**src/bbs_pkg.sv**
```systemverilog
// Purpose: constants and types for the battery-backed sram host port
// Assumes: 20 MHz clock, 50 ns period
// Notes: timing counts derive from the printed nanosecond figures, recovery from the millisecond one
//
// How it works
// device reads when selected, write high
// write starts at later falling edge
// write ends at first rising edge
// host holds address through whole write
// address held 15/5 ns after ends
// data setup 35/40 ns, hold after end
// host keeps output enable high writing
// device floats 35 ns after write falls
// simultaneous select and write: never drives
// device quiet 5 ns after write rises
// write pulse at least 65/75 ns
// select pulse at least 75/90 ns
// address valid 0 and 75/80 ns before
// read data within 85/100 ns of address
// read data within 45/50 ns of enable
// floats 40 ns after select, 35 output
// old data held 10 ns on change
// power fail deselects after protect delay
// protect delay between 40 and 150 us
// protected device ignores all inputs
// access in progress completes on power fail
// protection enforced anyway when delay expires
// recovery interval after power fail clears
// power fail is one input; grade parameter
// 32768 bytes, 15-bit address, contents persist
package bbs_pkg;
    localparam int CLK_PERIOD_NS = 50;
    localparam int ADDR_W = 15;
    localparam int DATA_W = 8;
    // ****************************************
    // timing figures in ns, recovery delay in ms
    // ****************************************
    localparam int ADDR_TO_VALID_OUT_85_NS = 85;
    localparam int ADDR_TO_VALID_OUT_100_NS = 100;
    localparam int OE_TO_VALID_OUT_85_NS = 45;
    localparam int OE_TO_VALID_OUT_100_NS = 50;
    localparam int CS_RISE_TO_FLOAT_NS = 40;
    localparam int OE_RISE_TO_FLOAT_NS = 35;
    localparam int WR_PULSE_WIDTH_85_NS = 65;
    localparam int WR_PULSE_WIDTH_100_NS = 75;
    localparam int ADDR_TO_WR_END_85_NS = 75;
    localparam int ADDR_TO_WR_END_100_NS = 80;
    localparam int DATA_SETUP_TO_END_85_NS = 35;
    localparam int DATA_SETUP_TO_END_100_NS = 40;
    localparam int ADDR_HOLD_AFTER_CS_NS = 15;
    localparam int DATA_HOLD_AFTER_CS_NS = 15;
    localparam int CS_WRITE_PULSE_85_NS = 75;
    localparam int CS_WRITE_PULSE_100_NS = 90;
    localparam int RECOVERY_DELAY_MS = 120;
    // ****************************************
    // derived cycle counts (least times round up)
    // ****************************************
    function automatic int ns_up(input int ns);
        int c;
        c = (ns + CLK_PERIOD_NS - 1) / CLK_PERIOD_NS;
        return (c < 1) ? 1 : c;
    endfunction : ns_up
    localparam int RD_CYC_85 = ns_up(ADDR_TO_VALID_OUT_85_NS + CS_RISE_TO_FLOAT_NS);
    localparam int RD_CYC_100 = ns_up(ADDR_TO_VALID_OUT_100_NS + CS_RISE_TO_FLOAT_NS);
    localparam int WR_CYC_85 = ns_up(CS_WRITE_PULSE_85_NS);
    localparam int WR_CYC_100 = ns_up(CS_WRITE_PULSE_100_NS);
    localparam int HOLD_CYC = ns_up(ADDR_HOLD_AFTER_CS_NS);
    localparam int RECOVERY_CYC_DEFAULT = RECOVERY_DELAY_MS * 1000000 / CLK_PERIOD_NS;
    localparam logic [3:0] CNT_W_ONE = 4'h1;

    typedef enum logic [2:0] {
        BBS_IDLE = 3'b000,
        BBS_SETUP = 3'b001,
        BBS_STROBE = 3'b011,
        BBS_HOLD = 3'b010,
        BBS_FENCE = 3'b110
    } bbs_state_t;

    typedef struct packed {
        logic write;
        logic [ADDR_W-1:0] addr;
        logic [DATA_W-1:0] wdata;
    } bbs_req_t;

    typedef struct packed {
        logic cs_n;
        logic oe_n;
        logic we_n;
        logic [ADDR_W-1:0] addr;
    } bbs_pins_t;
endpackage : bbs_pkg

```
**src/bbs_host.sv**
```systemverilog
// Purpose: host controller driving a 32K x 8 battery-backed static ram
// Assumes: one 20 MHz clock; pins synchronous; power fail seen as one input
// Notes: chip-select controlled cycles; in writes, write enable and select move together
module bbs_host #(
    parameter bit GRADE_100 = 1'b0,
    parameter int RECOVERY_CYC = bbs_pkg::RECOVERY_CYC_DEFAULT
) (
    // clock and reset
    input wire logic clock,
    input wire logic rst,
    // user request
    input wire logic req_valid,
    output logic req_ready,
    input wire bbs_pkg::bbs_req_t req,
    // user answer
    output logic rsp_valid,
    output logic [bbs_pkg::DATA_W-1:0] rsp_data,
    // power state
    input wire logic power_fail,
    output logic protected_o,
    // memory pins
    output bbs_pkg::bbs_pins_t pins,
    input wire logic [bbs_pkg::DATA_W-1:0] byte_lines_in,
    output logic [bbs_pkg::DATA_W-1:0] byte_lines_out,
    output logic byte_lines_oe_n
);
    localparam int STRB_CYC = GRADE_100 ? bbs_pkg::WR_CYC_100 : bbs_pkg::WR_CYC_85;
    localparam int READ_CYC = GRADE_100 ? bbs_pkg::RD_CYC_100 : bbs_pkg::RD_CYC_85;

    bbs_pkg::bbs_state_t state_q, state_d;
    bbs_pkg::bbs_req_t cur_q;
    logic guard_q;
    logic pf_seen_q;
    logic ph_load;
    logic [7:0] ph_value;
    logic ph_done;
    logic rec_done;
    logic rec_load;

    // ****************************************
    // phase timer and recovery guard
    // ****************************************
    bbs_timer #(.W(8)) u_phase (
        .clock(clock),
        .rst(rst),
        .load(ph_load),
        .value(ph_value),
        .done(ph_done)
    );

    // reload each cycle the fail input is high, so guard runs after it clears
    assign rec_load = power_fail | pf_seen_q;
    bbs_timer #(.W(32)) u_recover (
        .clock(clock),
        .rst(rst),
        .load(power_fail),
        .value(32'(RECOVERY_CYC)),
        .done(rec_done)
    );

    always_ff @(posedge clock or posedge rst) begin
        if (rst) begin
            pf_seen_q <= 1'b0;
        end else begin
            pf_seen_q <= power_fail;
        end
    end

    // no access starts from fail until recovery ends; one already in its strobe still finishes
    always_ff @(posedge clock or posedge rst) begin
        if (rst) begin
            guard_q <= 1'b0;
        end else begin
            guard_q <= rec_load | ~rec_done;
        end
    end
    assign protected_o = guard_q;

    // ****************************************
    // access sequencer
    // ****************************************
    always_comb begin
        state_d = state_q;
        ph_load = 1'b0;
        ph_value = 8'h00;
        unique case (state_q)
            bbs_pkg::BBS_IDLE: begin
                if (req_valid && !guard_q && !power_fail) begin
                    state_d = bbs_pkg::BBS_SETUP;
                end
            end
            bbs_pkg::BBS_SETUP: begin
                // address settled one cycle before strobes fall
                state_d = bbs_pkg::BBS_STROBE;
                ph_load = 1'b1;
                ph_value = 8'(cur_q.write ? STRB_CYC : READ_CYC);
            end
            bbs_pkg::BBS_STROBE: begin
                // started access completes even under power fail
                if (ph_done) begin
                    state_d = bbs_pkg::BBS_HOLD;
                    ph_load = 1'b1;
                    ph_value = 8'(bbs_pkg::HOLD_CYC);
                end
            end
            bbs_pkg::BBS_HOLD: begin
                if (ph_done) begin
                    state_d = bbs_pkg::BBS_IDLE;
                end
            end
            default: state_d = bbs_pkg::BBS_IDLE;
        endcase
    end

    always_ff @(posedge clock or posedge rst) begin
        if (rst) begin
            state_q <= bbs_pkg::BBS_IDLE;
        end else begin
            state_q <= state_d;
        end
    end

    assign req_ready = (state_q == bbs_pkg::BBS_IDLE) && !guard_q && !power_fail;

    always_ff @(posedge clock or posedge rst) begin
        if (rst) begin
            cur_q <= '0;
        end else if (req_valid && req_ready) begin
            cur_q <= req;
        end
    end

    // ****************************************
    // pins
    // ****************************************
    always_ff @(posedge clock or posedge rst) begin
        if (rst) begin
            pins <= '{cs_n: 1'b1, oe_n: 1'b1, we_n: 1'b1, addr: '0};
            byte_lines_out <= '0;
            byte_lines_oe_n <= 1'b1;
        end else begin
            // address stays put from setup through hold
            if (req_valid && req_ready) begin
                pins.addr <= req.addr;
                byte_lines_out <= req.wdata;
            end
            // select and write fall together so the device never drives
            pins.cs_n <= !(state_d == bbs_pkg::BBS_STROBE);
            pins.we_n <= !(state_d == bbs_pkg::BBS_STROBE && cur_q.write);
            pins.oe_n <= !(state_d == bbs_pkg::BBS_STROBE && !cur_q.write);
            // drive data through strobe and hold covers the 15 ns hold
            byte_lines_oe_n <= !(cur_q.write &&
                (state_d == bbs_pkg::BBS_STROBE || state_d == bbs_pkg::BBS_HOLD));
        end
    end

    // ****************************************
    // read capture
    // ****************************************
    always_ff @(posedge clock or posedge rst) begin
        if (rst) begin
            rsp_valid <= 1'b0;
            rsp_data <= '0;
        end else begin
            rsp_valid <= 1'b0;
            // sample at the last strobe cycle, access time already met
            if (state_q == bbs_pkg::BBS_STROBE && ph_done) begin
                rsp_valid <= 1'b1;
                rsp_data <= cur_q.write ? cur_q.wdata : byte_lines_in;
            end
        end
    end
endmodule : bbs_host

```
**src/bbs_timer.sv**
```systemverilog
// Purpose: down counter for host access phases and recovery guard
// Assumes: load wins over count
// Notes: done is high while the count is zero
module bbs_timer #(
    parameter int W = 32
) (
    // clock and reset
    input wire logic clock,
    input wire logic rst,
    // control
    input wire logic load,
    input wire logic [W-1:0] value,
    // status
    output logic done
);
    logic [W-1:0] cnt_q;

    always_ff @(posedge clock or posedge rst) begin
        if (rst) begin
            cnt_q <= '0;
        end else if (load) begin
            cnt_q <= value;
        end else if (cnt_q != '0) begin
            cnt_q <= cnt_q - W'(1);
        end
    end

    assign done = (cnt_q == '0);
endmodule : bbs_timer
```
**config.mk**
```make
export PLATFORM = sky130hd
export DESIGN_NAME = bbs_host
export DESIGN_NICKNAME = d
export VERILOG_FILES = /design/src/bbs_pkg.sv /design/src/bbs_host.sv /design/src/bbs_timer.sv
export SDC_FILE = /design/constraint.sdc
export NUM_CORES = 1
export LEC_CHECK = 0
export BUFFER_PORTS_ARGS = -buffer_cell sky130_fd_sc_hd__buf_4
export CAP_MARGIN = 10
export CORE_MARGIN = 2
export CORE_UTILIZATION = 27
export CTS_CLUSTER_DIAMETER = 120
export DETAILED_ROUTE_END_ITERATION = 16
export PLACE_DENSITY = 0.42
export SLEW_MARGIN = 20
export SYNTH_ARGS = -nofsm -noshare
export SYNTH_HDL_FRONTEND = slang
export SYNTH_SLANG_ARGS = --single-unit
```
**constraint.sdc**
```tcl
create_clock -name clock -period 5.06 [get_ports clock]
set_input_delay 0.759 -clock clock [delete_from_list [all_inputs] [get_ports clock]]
set_output_delay 0.759 -clock clock [all_outputs]
set_load 0.02 [all_outputs]
```
## Word-level counts from Yosys, hierarchy flattened

Index checks and enable logic that the tools add are counted.

- Output and inout port bits: 38
- Input bits: 36
- Register bits: 82
- Word-level logic and storage cells: 63

- Equal/unequal tests: 5
- Mux-type cells: 15
- Add/subtract/negate cells: 2
- Reduce and logical (&&, ||, !) cells: 24
- Bitwise logic cells: 3

Operator list:

| operator | count |
|---|---|
| 32-bit two-way mux | 2 |
| 32-bit logical NOT | 1 |
| 32-bit nonzero test | 1 |
| 32-bit by 1-bit subtractor with 32-bit output (second input constant) | 1 |
| 8-bit two-way mux | 3 |
| 3-bit by 2-bit == test with 1-bit output (second input constant) | 4 |
| 3-bit case mux with 4 select lines | 1 |
| 1-bit logical AND | 9 |
| 3-bit two-way mux | 3 |
| 8-bit logical NOT | 1 |
| 8-bit nonzero test | 1 |
| 8-bit by 1-bit subtractor with 8-bit output (second input constant) | 1 |
| 1-bit logical NOT | 7 |
| 1-bit two-way mux | 4 |
| 2-bit case mux with 2 select lines | 1 |
| 2-bit nonzero test | 2 |
| 3-bit by 1-bit == test with 1-bit output (second input constant) | 1 |
| 3-bit logical NOT | 1 |
| 1-bit bitwise OR | 2 |
| 1-bit case mux with 2 select lines | 1 |
| 1-bit logical OR | 1 |
| 1-bit inverter | 1 |

## Longest topological paths before layout

Gate-level depths: netlist of run 1.

- Depth after elaboration: 9
- Mapped depth: 8

## Modules after synthesis

From an unflattened synthesis of run 1, not the netlist that was laid out.

- Cell total of the unflattened synthesis: 379
- Area, all modules: 4113.9 µm²

Modules (own cells, without submodules):

| module | cells each | sequential area each (µm²) | area an instance (µm²) | instances |
|---|---|---|---|---|
| bbs_timer (u_recover) | 196 | 800.8 | 1836.8 | 1 |
| bbs_host | 127 | 1056.0 | 1780.5 | 1 |
| bbs_timer (u_phase) | 56 | 200.2 | 496.7 | 1 |

## Worst setup path after synthesis of run 1

No wires, ideal clock.

- Path type: flip-flop to flip-flop
- Start point: register u_recover.cnt_q[8]
- End point: register u_recover.cnt_q[31]
- Slack: 2.505 ns
- Arrival time: 2.428 ns
- Cell stages (with the launch flop): 8
- Cells stage by stage: dfrtp_1 or4_1 buf_2 or4_1 buf_2 and3b_1 and3_1 mux2_1

- Longest elaborated chain between the ends: 3
- Elaborated cells on any way between the ends: 5
- Classes of those cells: add/sub (1); mux (2); reduce/logical (2)

RTL lines:

| item | line | RTL |
|---|---|---|
| start, declared | bbs_timer.sv:16 | `logic [W-1:0] cnt_q;` |
| start signal, assigned | bbs_timer.sv:22 | `cnt_q <= value;` |
| start signal, assigned | bbs_timer.sv:24 | `cnt_q <= cnt_q - W'(1);` |
| 32-bit by 1-bit subtractor with 32-bit output | bbs_timer.sv:24 |  |
| 32-bit two-way mux | bbs_timer.sv:23 | `end else if (cnt_q != '0) begin` |
| 32-bit two-way mux | bbs_timer.sv:21 | `end else if (load) begin` |

Parallel ways exist; a longest one is shown, timed or not. The select of a mux whose other input is x is not followed.
A chain may end at the register's enable or synchronous reset.

## Worst setup path in the final report of run 1

- Start point: register u_recover.cnt_q[8]
- End point: register u_recover.cnt_q[13]

The elaborated chain is that of the path after synthesis.

==> summary.txt, run 1 <==
Run status
  • Status: finished, final reports clean

Clock tree
  • Clock tree root driver cell: sky130_fd_sc_hd__clkbuf_16
  • Worst-skew pair later-pin latency: 0.34 ns
  • Maximum level of the CTS H-tree: 3
  • Number of post-CTS setup repair buffers: 0
  • CTS tree: yes
  • Max clock buf depth: 2
  • Hold-fix buffers at CTS: 0
  • Clock Sinks: 82
  • Clock transition time at the flip-flop clock pins of the worst setup and hold paths: about 0.06 ns
  • Number of buffers added by the clock tree synthesis step: 9
  • Total of cells resized after clock tree synthesis: 0

STA
  • Crit share post-route: between 50% and 60%
  • Highest achievable clock rate: about 0.34 GHz
  • Final slew viol count: 0
  • Final setup violating endpoints: 0
  • Clock tree skew after final layout: approximately 0.0086 ns
  • Transition time at the pin with the least slew margin: 0.7256 ns
  • Final critical delay including setup and external delays: ~2.9 ns
  • Setup TNS: 0 ns
  • Worst relative slew slack: 51.30%
  • Setup repair after global routing missed its margin: false
  • Hold violation count in the final report: 0

Synthesis
  • Simple-gate area share of the yosys netlist: between 10% and 20%
  • Synth cell types: 46
  • Synth Warn #: 0
  • Register bit total from synthesis: slightly above 80
  • Gate count of the mapped netlist: roughly 360
  • Cell type with the largest total area after synthesis: sky130_fd_sc_hd__dfrtp_1
  • Count of flip-flops with a built-in enable after synthesis: 0
  • Ranking of synthesized cells by area: sky130_fd_sc_hd__dfrtp_1 (50%), sky130_fd_sc_hd__mux2_2 (7.5%), sky130_fd_sc_hd__or4_1 (3.9%)
  • Mux share of post-synthesis cell area: between 10% and 20%
  • Share of Yosys cell area claimed by the top area cell type: 50.31%
  • Synthesized-area fraction occupied by xor and xnor cells: roughly 1.6%
  • Most instantiated cells after synthesis: sky130_fd_sc_hd__dfrtp_1 (78), sky130_fd_sc_hd__mux2_2 (26), sky130_fd_sc_hd__nor2_1 (25), sky130_fd_sc_hd__a21oi_1 (23), sky130_fd_sc_hd__nand2_1 (21)
  • Syn Std Cell Area: 0.003880 sq mm
  • Share of synthesized cell area in full adder, half adder and majority cells: 0.9674%
  • Net count after synthesis: slightly below 400
  • Mean Syn Cell Area: 10.81 sq um
  • Combinational family with the most area after synthesis: simple AND/OR/NAND/NOR gates
  • Proportion of synthesized flip-flops having asynchronous set or reset: 100.0%
  • Cell with the most instances after synthesis: sky130_fd_sc_hd__dfrtp_1
  • Post-synthesis sequential area ratio: a little over half
  • Synthesized-area fraction occupied by ao, oa, aoi and oai cells: approximately a tenth
  • Primary FF master, synth: sky130_fd_sc_hd__dfrtp_1

Power and ir drop
  • Max IR drop VDD: 0.1659 mV
  • Part of the power in combinational logic: 14.2%
  • Static Leak: between 2 and 2.5 nW
  • Total net switching power: 0.4532 mW
  • Fraction of power spent switching nets: about a quarter
  • Power density relative to cell area: between 300 and 400 mW/mm^2
  • Part of the total power dissipated in sequential elements: about 43%
  • Clock power share: between 40% and 50%
  • Internal power of the cells: 1.322 mW

Job
  • Max-Cap Viols: 0

Detailed routing
  • DRC Markers: 0
  • Vias/cell: 4.852
  • First DRT Iteration DRCs: 160
  • Avg WL per Cell: approximately 15 um
  • Iteration count of the initial detailed-routing pass: 4
  • Number of vias in the routed layout: 2945
  • Post-route antenna net violation count: 0
  • Total detailed-routing wirelength: approximately 9000 um

Global route
  • Initial antenna violation count: 0
  • Wire length of the first global-routing pass: between 10000 and 15000 um
  • Overflow left after global routing: 0
  • Aggregate global-route resource usage: 12.62%
  • Number of global-route vias before repair: between 2000 and 3000
  • Pin count of the biggest net entering global routing: 46

Min path
  • Startpoint of the worst hold path: pf_seen_q
  • HP Class: reg -> reg

Setup path
  • Data arrival, critical path: around 3.2 ns
  • Worst setup path category: reg -> reg
  • Highest-delay cell along the critical path: sky130_fd_sc_hd__or4_1
  • Setup crit start kind: flip-flop
  • Highest fanout seen on the critical path: 12
  • Critical path's most frequent cell: sky130_fd_sc_hd__or4_1
  • Worst reg2reg path startpoint: u_recover.cnt_q[8]
  • Largest stage delay on the critical path: 0.74 ns
  • Req. time, crit path: about 5.3 ns
  • Worst path cell trace: or4_1, or4_1, o21ai_1, o21ai_0, a21oi_1
  • Critical Path End Type: flip-flop
  • Crit path launch: u_recover.cnt_q[8]

Place
  • Routability cong.: ~0.8
  • Placed cell count: 591
  • Count of buffers from port buffering: 73
  • Detailed placement HPWL: around 6500 um

Floorplanning
  • Count of boundary I/O pins: between 70 and 80
  • Number of rows in the core area: 43
  • Placeable core area: about 0.014 sq mm
  • Height of the die: around 120 um
  • Initial core utilization: approximately 28%
  • Area enclosed by the die boundary: 0.01535 sq mm
  • Overall die width: ~120 um

Layout
  • Share of post-route cells with drive strength above 1: between 30% and 40%
  • Layout Nets: roughly 460
  • Post-route insts no fill: around 610
  • Number of antenna cells inserted: 0
  • Layout overhead on the synthesized area: 26.02%
[power groups by stage]
stage / combinational [mW] / sequential, mW / clock [mW]
after floorplan: 0.180 / 0.767 / 0
after global placement: 0.249 / 0.772 / 0
after detailed placement: 0.256 / 0.773 / 0
after CTS: 0.257 / 0.761 / 0.788
after global routing: 0.287 / 0.770 / 0.816
final: 0.251 / 0.761 / 0.762
[state kept, by name, summed over array words and instances (netlist names)]
name / count
pf_seen_q: 1
state_q: 3
u_phase.cnt_q: 8
u_recover.cnt_q: 32
byte_lines_out: 8
rsp_data: 8
pins: 18
byte_lines_oe_n: 1
cur_q: 1
protected_o: 1
rsp_valid: 1
[cell type report]
cell class | instances | area [sq um]
clock inverters | 4 | 98.84
well taps | 180 | 225.2
clock buffers | 12 | 246.5
repair buffers | 75 | 563.0
inverters | 10 | 38.79
flip-flops and latches | 82 | 2057
fillers | 1404 | 9045
multi-input cells | 244 | 1660
[cells by family after synthesis]
logic type	after synthesis
and+or+nand+nor	131
DFF	82
AOI/OAI and AO/OA	65
muxes	37
buffers and inverters	33
xor gates and xnor gates	7
adders and majority gates	3
other	1
[layer usage]
layer / track usage (%) / vias to the layer above / part of all wire [%]
met1: 15.84 / 1466 / 44
li1: - / 1424 / -
met5: 0 / - / 0
met4: 3.196 / 0 / 0.99
met3: 4.212 / 8 / 4.2
met2: 20.88 / 47 / 51
[critical path: cells and delay by family (launching register included)]
kind | cells | cell delay, ns
AOI/OAI and AO/OA | 3 | 1.02
DFF | 1 | 0.43
and+or+nand+nor | 2 | 1.43
[path summary, 6_finish.rpt]
| kind | endpoint | slack, ns | cells after the start |
|---|---|---|---|
| setup / recovery | u_recover.cnt_q[13] | 2.12 | 5 |
| hold / removal | protected_o | 0.43 | 2 |
| setup reg to reg | u_recover.cnt_q[13] | 2.12 | 5 |
| hold reg to reg | protected_o | 0.43 | 2 |
| max in group asynchronous | pf_seen_q | 3.52 | 3 |
| min in group asynchronous | byte_lines_out[1] | 0.51 | 2 |
[layout by cell type, fill, tap and decap left out, drive strengths merged, types with 2 or more instances in the layout]
| cell | instances |
|---|---|
| nand3 | 8 |
| o21ai | 19 |
| clkbuf | 12 |
| buf | 75 |
| dfrtp | 78 |
| mux2 | 27 |
| a21oi | 23 |
| clkinv | 2 |
| nor3 | 9 |
| xor2 | 3 |
| dfstp | 4 |
| o211ai | 5 |
| inv | 9 |
| xnor2 | 4 |
| nand2b | 2 |
| nor2b | 6 |
| a211oi | 2 |
| or3 | 15 |
| o41ai | 2 |
| nand4 | 3 |
| or2 | 5 |
| nor4 | 9 |
| mux2i | 10 |
| o31ai | 10 |
| or4 | 20 |
| bufinv | 3 |
| ha | 3 |
| or4b | 2 |
| nand2 | 21 |
| nor2 | 25 |
[stage by stage]
step | power, mW | worst slack (ns) | cell area [sq um] | hold WS [ns] | util [%]
2_1_floorplan | 0.9474 | 2.199 | 3880 | 0.4121 | -
3_3_place_gp | 1.021 | 2.067 | 4542 | 0.4417 | 32.59
3_5_place_dp | 1.029 | 2.046 | 4542 | 0.4327 | 32.59
4_1_cts | 1.807 | 2.054 | 4887 | 0.4412 | 35.07
5_1_grt | 1.873 | 1.855 | 4890 | 0.4675 | 35.09
6_report | 1.775 | 2.119 | 4890 | 0.4327 | 35.09
(Power assumes the default switching activity.)
==> run 2, diff against run 1 <==
==> constraint.sdc (replaced) <==
create_clock -name clock -period 2.8 [get_ports clock]
set_input_delay 0.42 -clock clock [delete_from_list [all_inputs] [get_ports clock]]
set_output_delay 0.42 -clock clock [all_outputs]
set_load 0.02 [all_outputs]
==> run 2 against run 1 <==
Net effect: combinational power is 92% higher; clock power is 57% higher; highest routed layer unchanged; non-clock buffer count is 14 higher; total power is 73% higher; first-iteration DRC count is 7.5% higher; flip-flop and latch count stayed put; via count is 0.85% higher.
==> summary.txt, run 2 (same netlist as run 1, synthesis figures left out) <==
STA
  • Worst relative slew slack: between 50 and 60%
  • Transition time at the pin with the least slew margin: around 0.65 ns
  • Final critical delay including setup and external delays: ~2.6 ns
  • Final slew viol count: 0
  • Setup repair after global routing missed its margin: false
  • Final setup violating endpoints: 0
  • Clock tree skew after final layout: about 0.0057 ns
  • Setup TNS: 0 ns
  • Worst hold margin: between 0.09 and 0.1 ns
  • Crit share post-route: ~91%
  • Highest achievable clock rate: ~0.39 GHz
  • Worst Setup Slack, final: between 0.2 and 0.25 ns
  • Hold violation count in the final report: 0

Floorplanning
  • Height of the die: around 120 um
  • Count of boundary I/O pins: 74
  • Placeable core area: between 0.01 and 0.015 sq mm
  • Initial core utilization: about 28%
  • Overall die width: between 100 and 150 um
  • Area enclosed by the die boundary: between 0.015 and 0.02 sq mm
  • Number of rows in the core area: 43

Clock tree
  • Worst-skew pair later-pin latency: roughly 0.34 ns
  • Max clock buf depth: 2
  • Number of buffers added by the clock tree synthesis step: 9
  • Clock tree root driver cell: sky130_fd_sc_hd__clkbuf_16
  • Clock transition time at the flip-flop clock pins of the worst setup and hold paths: about 0.06 ns
  • Hold-fix buffers at CTS: 0
  • Maximum level of the CTS H-tree: 3
  • Clock Sinks: 82
  • Number of post-CTS setup repair buffers: 0
  • CTS tree: yes
  • Total of cells resized after clock tree synthesis: 0

Layout
  • Layout Nets: between 400 and 500
  • Largest registers: u_recover.cnt_q (32), pins (18)
  • Register cell area after layout: about 0.0021 sq mm
  • Multi-input gate area: 0.001658 sq mm
  • Most common cell after layout, fill and taps aside: sky130_fd_sc_hd__buf_4
  • Leading cell types in the layout, fill and taps excluded: sky130_fd_sc_hd__buf_4 (88), sky130_fd_sc_hd__dfrtp_1 (78), sky130_fd_sc_hd__mux2_2 (26)
  • Share of post-route cells with drive strength above 1: 33.33%
  • Fin area: between 0.004 and 0.005 sq mm
  • Layout overhead on the synthesized area: 27.99%
  • Number of antenna cells inserted: 0
  • Fill count: about 1400
  • Number of flip-flops in the largest register: 32
  • Largest reg by FF count: u_recover.cnt_q

Power and ir drop
  • Max IR drop VDD: 0.2982 mV
  • Static Leak: about 2.2 nW
  • Power density relative to cell area: ~620 mW/mm^2

Setup path
  • Critical Path End Type: flip-flop
  • Data arrival, critical path: 2.77 ns
  • Worst reg2reg path startpoint: u_recover.cnt_q[8]
  • Terminus of the critical flop-to-flop path: u_recover.cnt_q[31]
  • Worst setup path category: reg -> reg
  • Req. time, crit path: roughly 3.0 ns
  • Setup crit start kind: flip-flop
  • Slack of the worst reg-to-reg path: 0.25 ns
  • Highest fanout seen on the critical path: 7
  • Count of cells along the worst register-to-register path: 5

Job
  • Max-Cap Viols: 0

Global route
  • Pin count of the biggest net entering global routing: between 50 and 60
  • Wire length of the first global-routing pass: about 15000 um
  • Number of global-route vias before repair: approximately 2900
  • Overflow left after global routing: 0
  • Aggregate global-route resource usage: 12.59%
  • Initial antenna violation count: 0

Place
  • Routability cong.: roughly 0.75
  • Total placed instance area: 0.004659 sq mm
  • Count of buffers from port buffering: between 70 and 80
  • Post-placement worst setup slack: approximately 0.24 ns
  • Detailed placement HPWL: ~6500 um

Detailed routing
  • Total detailed-routing wirelength: 9118 um
  • DRC Markers: 0
  • Number of vias in the routed layout: 2970
  • Avg WL per Cell: ~15 um
  • First DRT Iteration DRCs: 172
  • Vias/cell: approximately 4.8
  • Post-route antenna net violation count: 0
  • Iteration count of the initial detailed-routing pass: 4

Run status
  • Status: finished, final reports clean

Min path
  • HP Class: in -> async
## run 2: layout make-up
cell class | instances | area share, %
repair buffers | 89 | 13.71
clock inverters | 4 | 1.008
inverters | 10 | 0.7811
multi-input cells | 244 | 33.38
flip-flops and latches | 82 | 41.42
clock buffers | 12 | 5.165
well taps | 180 | 4.535
## run 2: layer usage
layer / global-route usage [%] / wire length (um) / part of all wire [%]
met1: 15.50 / 4126 / 45
met2: 20.95 / 4577 / 50
met3: 4.258 / 304 / 3.3
met4: 3.622 / 110 / 1.2
met5: 0 / 0 / 0
## run 2: per-stage QoR
step	total power, mW	utilization, %	std cells
global route	3.257	35.64	621
detailed placement	1.888	33.44	605
finish	3.064	35.64	621
floorplan	1.712	-	359
CTS	3.128	35.64	621
global placement	1.876	33.44	605
## run 2: critical path, cell delays in order (launching register included)
cell,delay [ns]
sky130_fd_sc_hd__dfrtp_1,0.43
sky130_fd_sc_hd__or4_1,0.57
sky130_fd_sc_hd__or4_1,0.66
sky130_fd_sc_hd__and3b_1,0.29
sky130_fd_sc_hd__and3_1,0.16
sky130_fd_sc_hd__mux2_1,0.32
## run 2: worst max path at each step
| stage | startpoint | end | slack (ns) | cells after the start |
|---|---|---|---|---|
| 5_1_grt | u_recover.cnt_q[8] | u_recover.cnt_q[29] | 0.1 | 6 |
| 2_1_floorplan | u_recover.cnt_q[8] | u_recover.cnt_q[31] | 0.24 | 7 |
| 6_report | u_recover.cnt_q[8] | u_recover.cnt_q[31] | 0.25 | 5 |
| 4_1_cts | u_recover.cnt_q[8] | u_recover.cnt_q[31] | 0.23 | 5 |
| 3_5_place_dp | u_recover.cnt_q[8] | u_recover.cnt_q[31] | 0.24 | 5 |
| 3_3_place_gp | u_recover.cnt_q[8] | u_recover.cnt_q[31] | 0.28 | 5 |
## run 2: where the power goes
part	switching [mW]	internal, mW	total [mW]
sequential	0.0968	1.28	1.38
combinational	0.252	0.230	0.482
clock	0.467	0.738	1.20
total	0.815	2.25	3.06
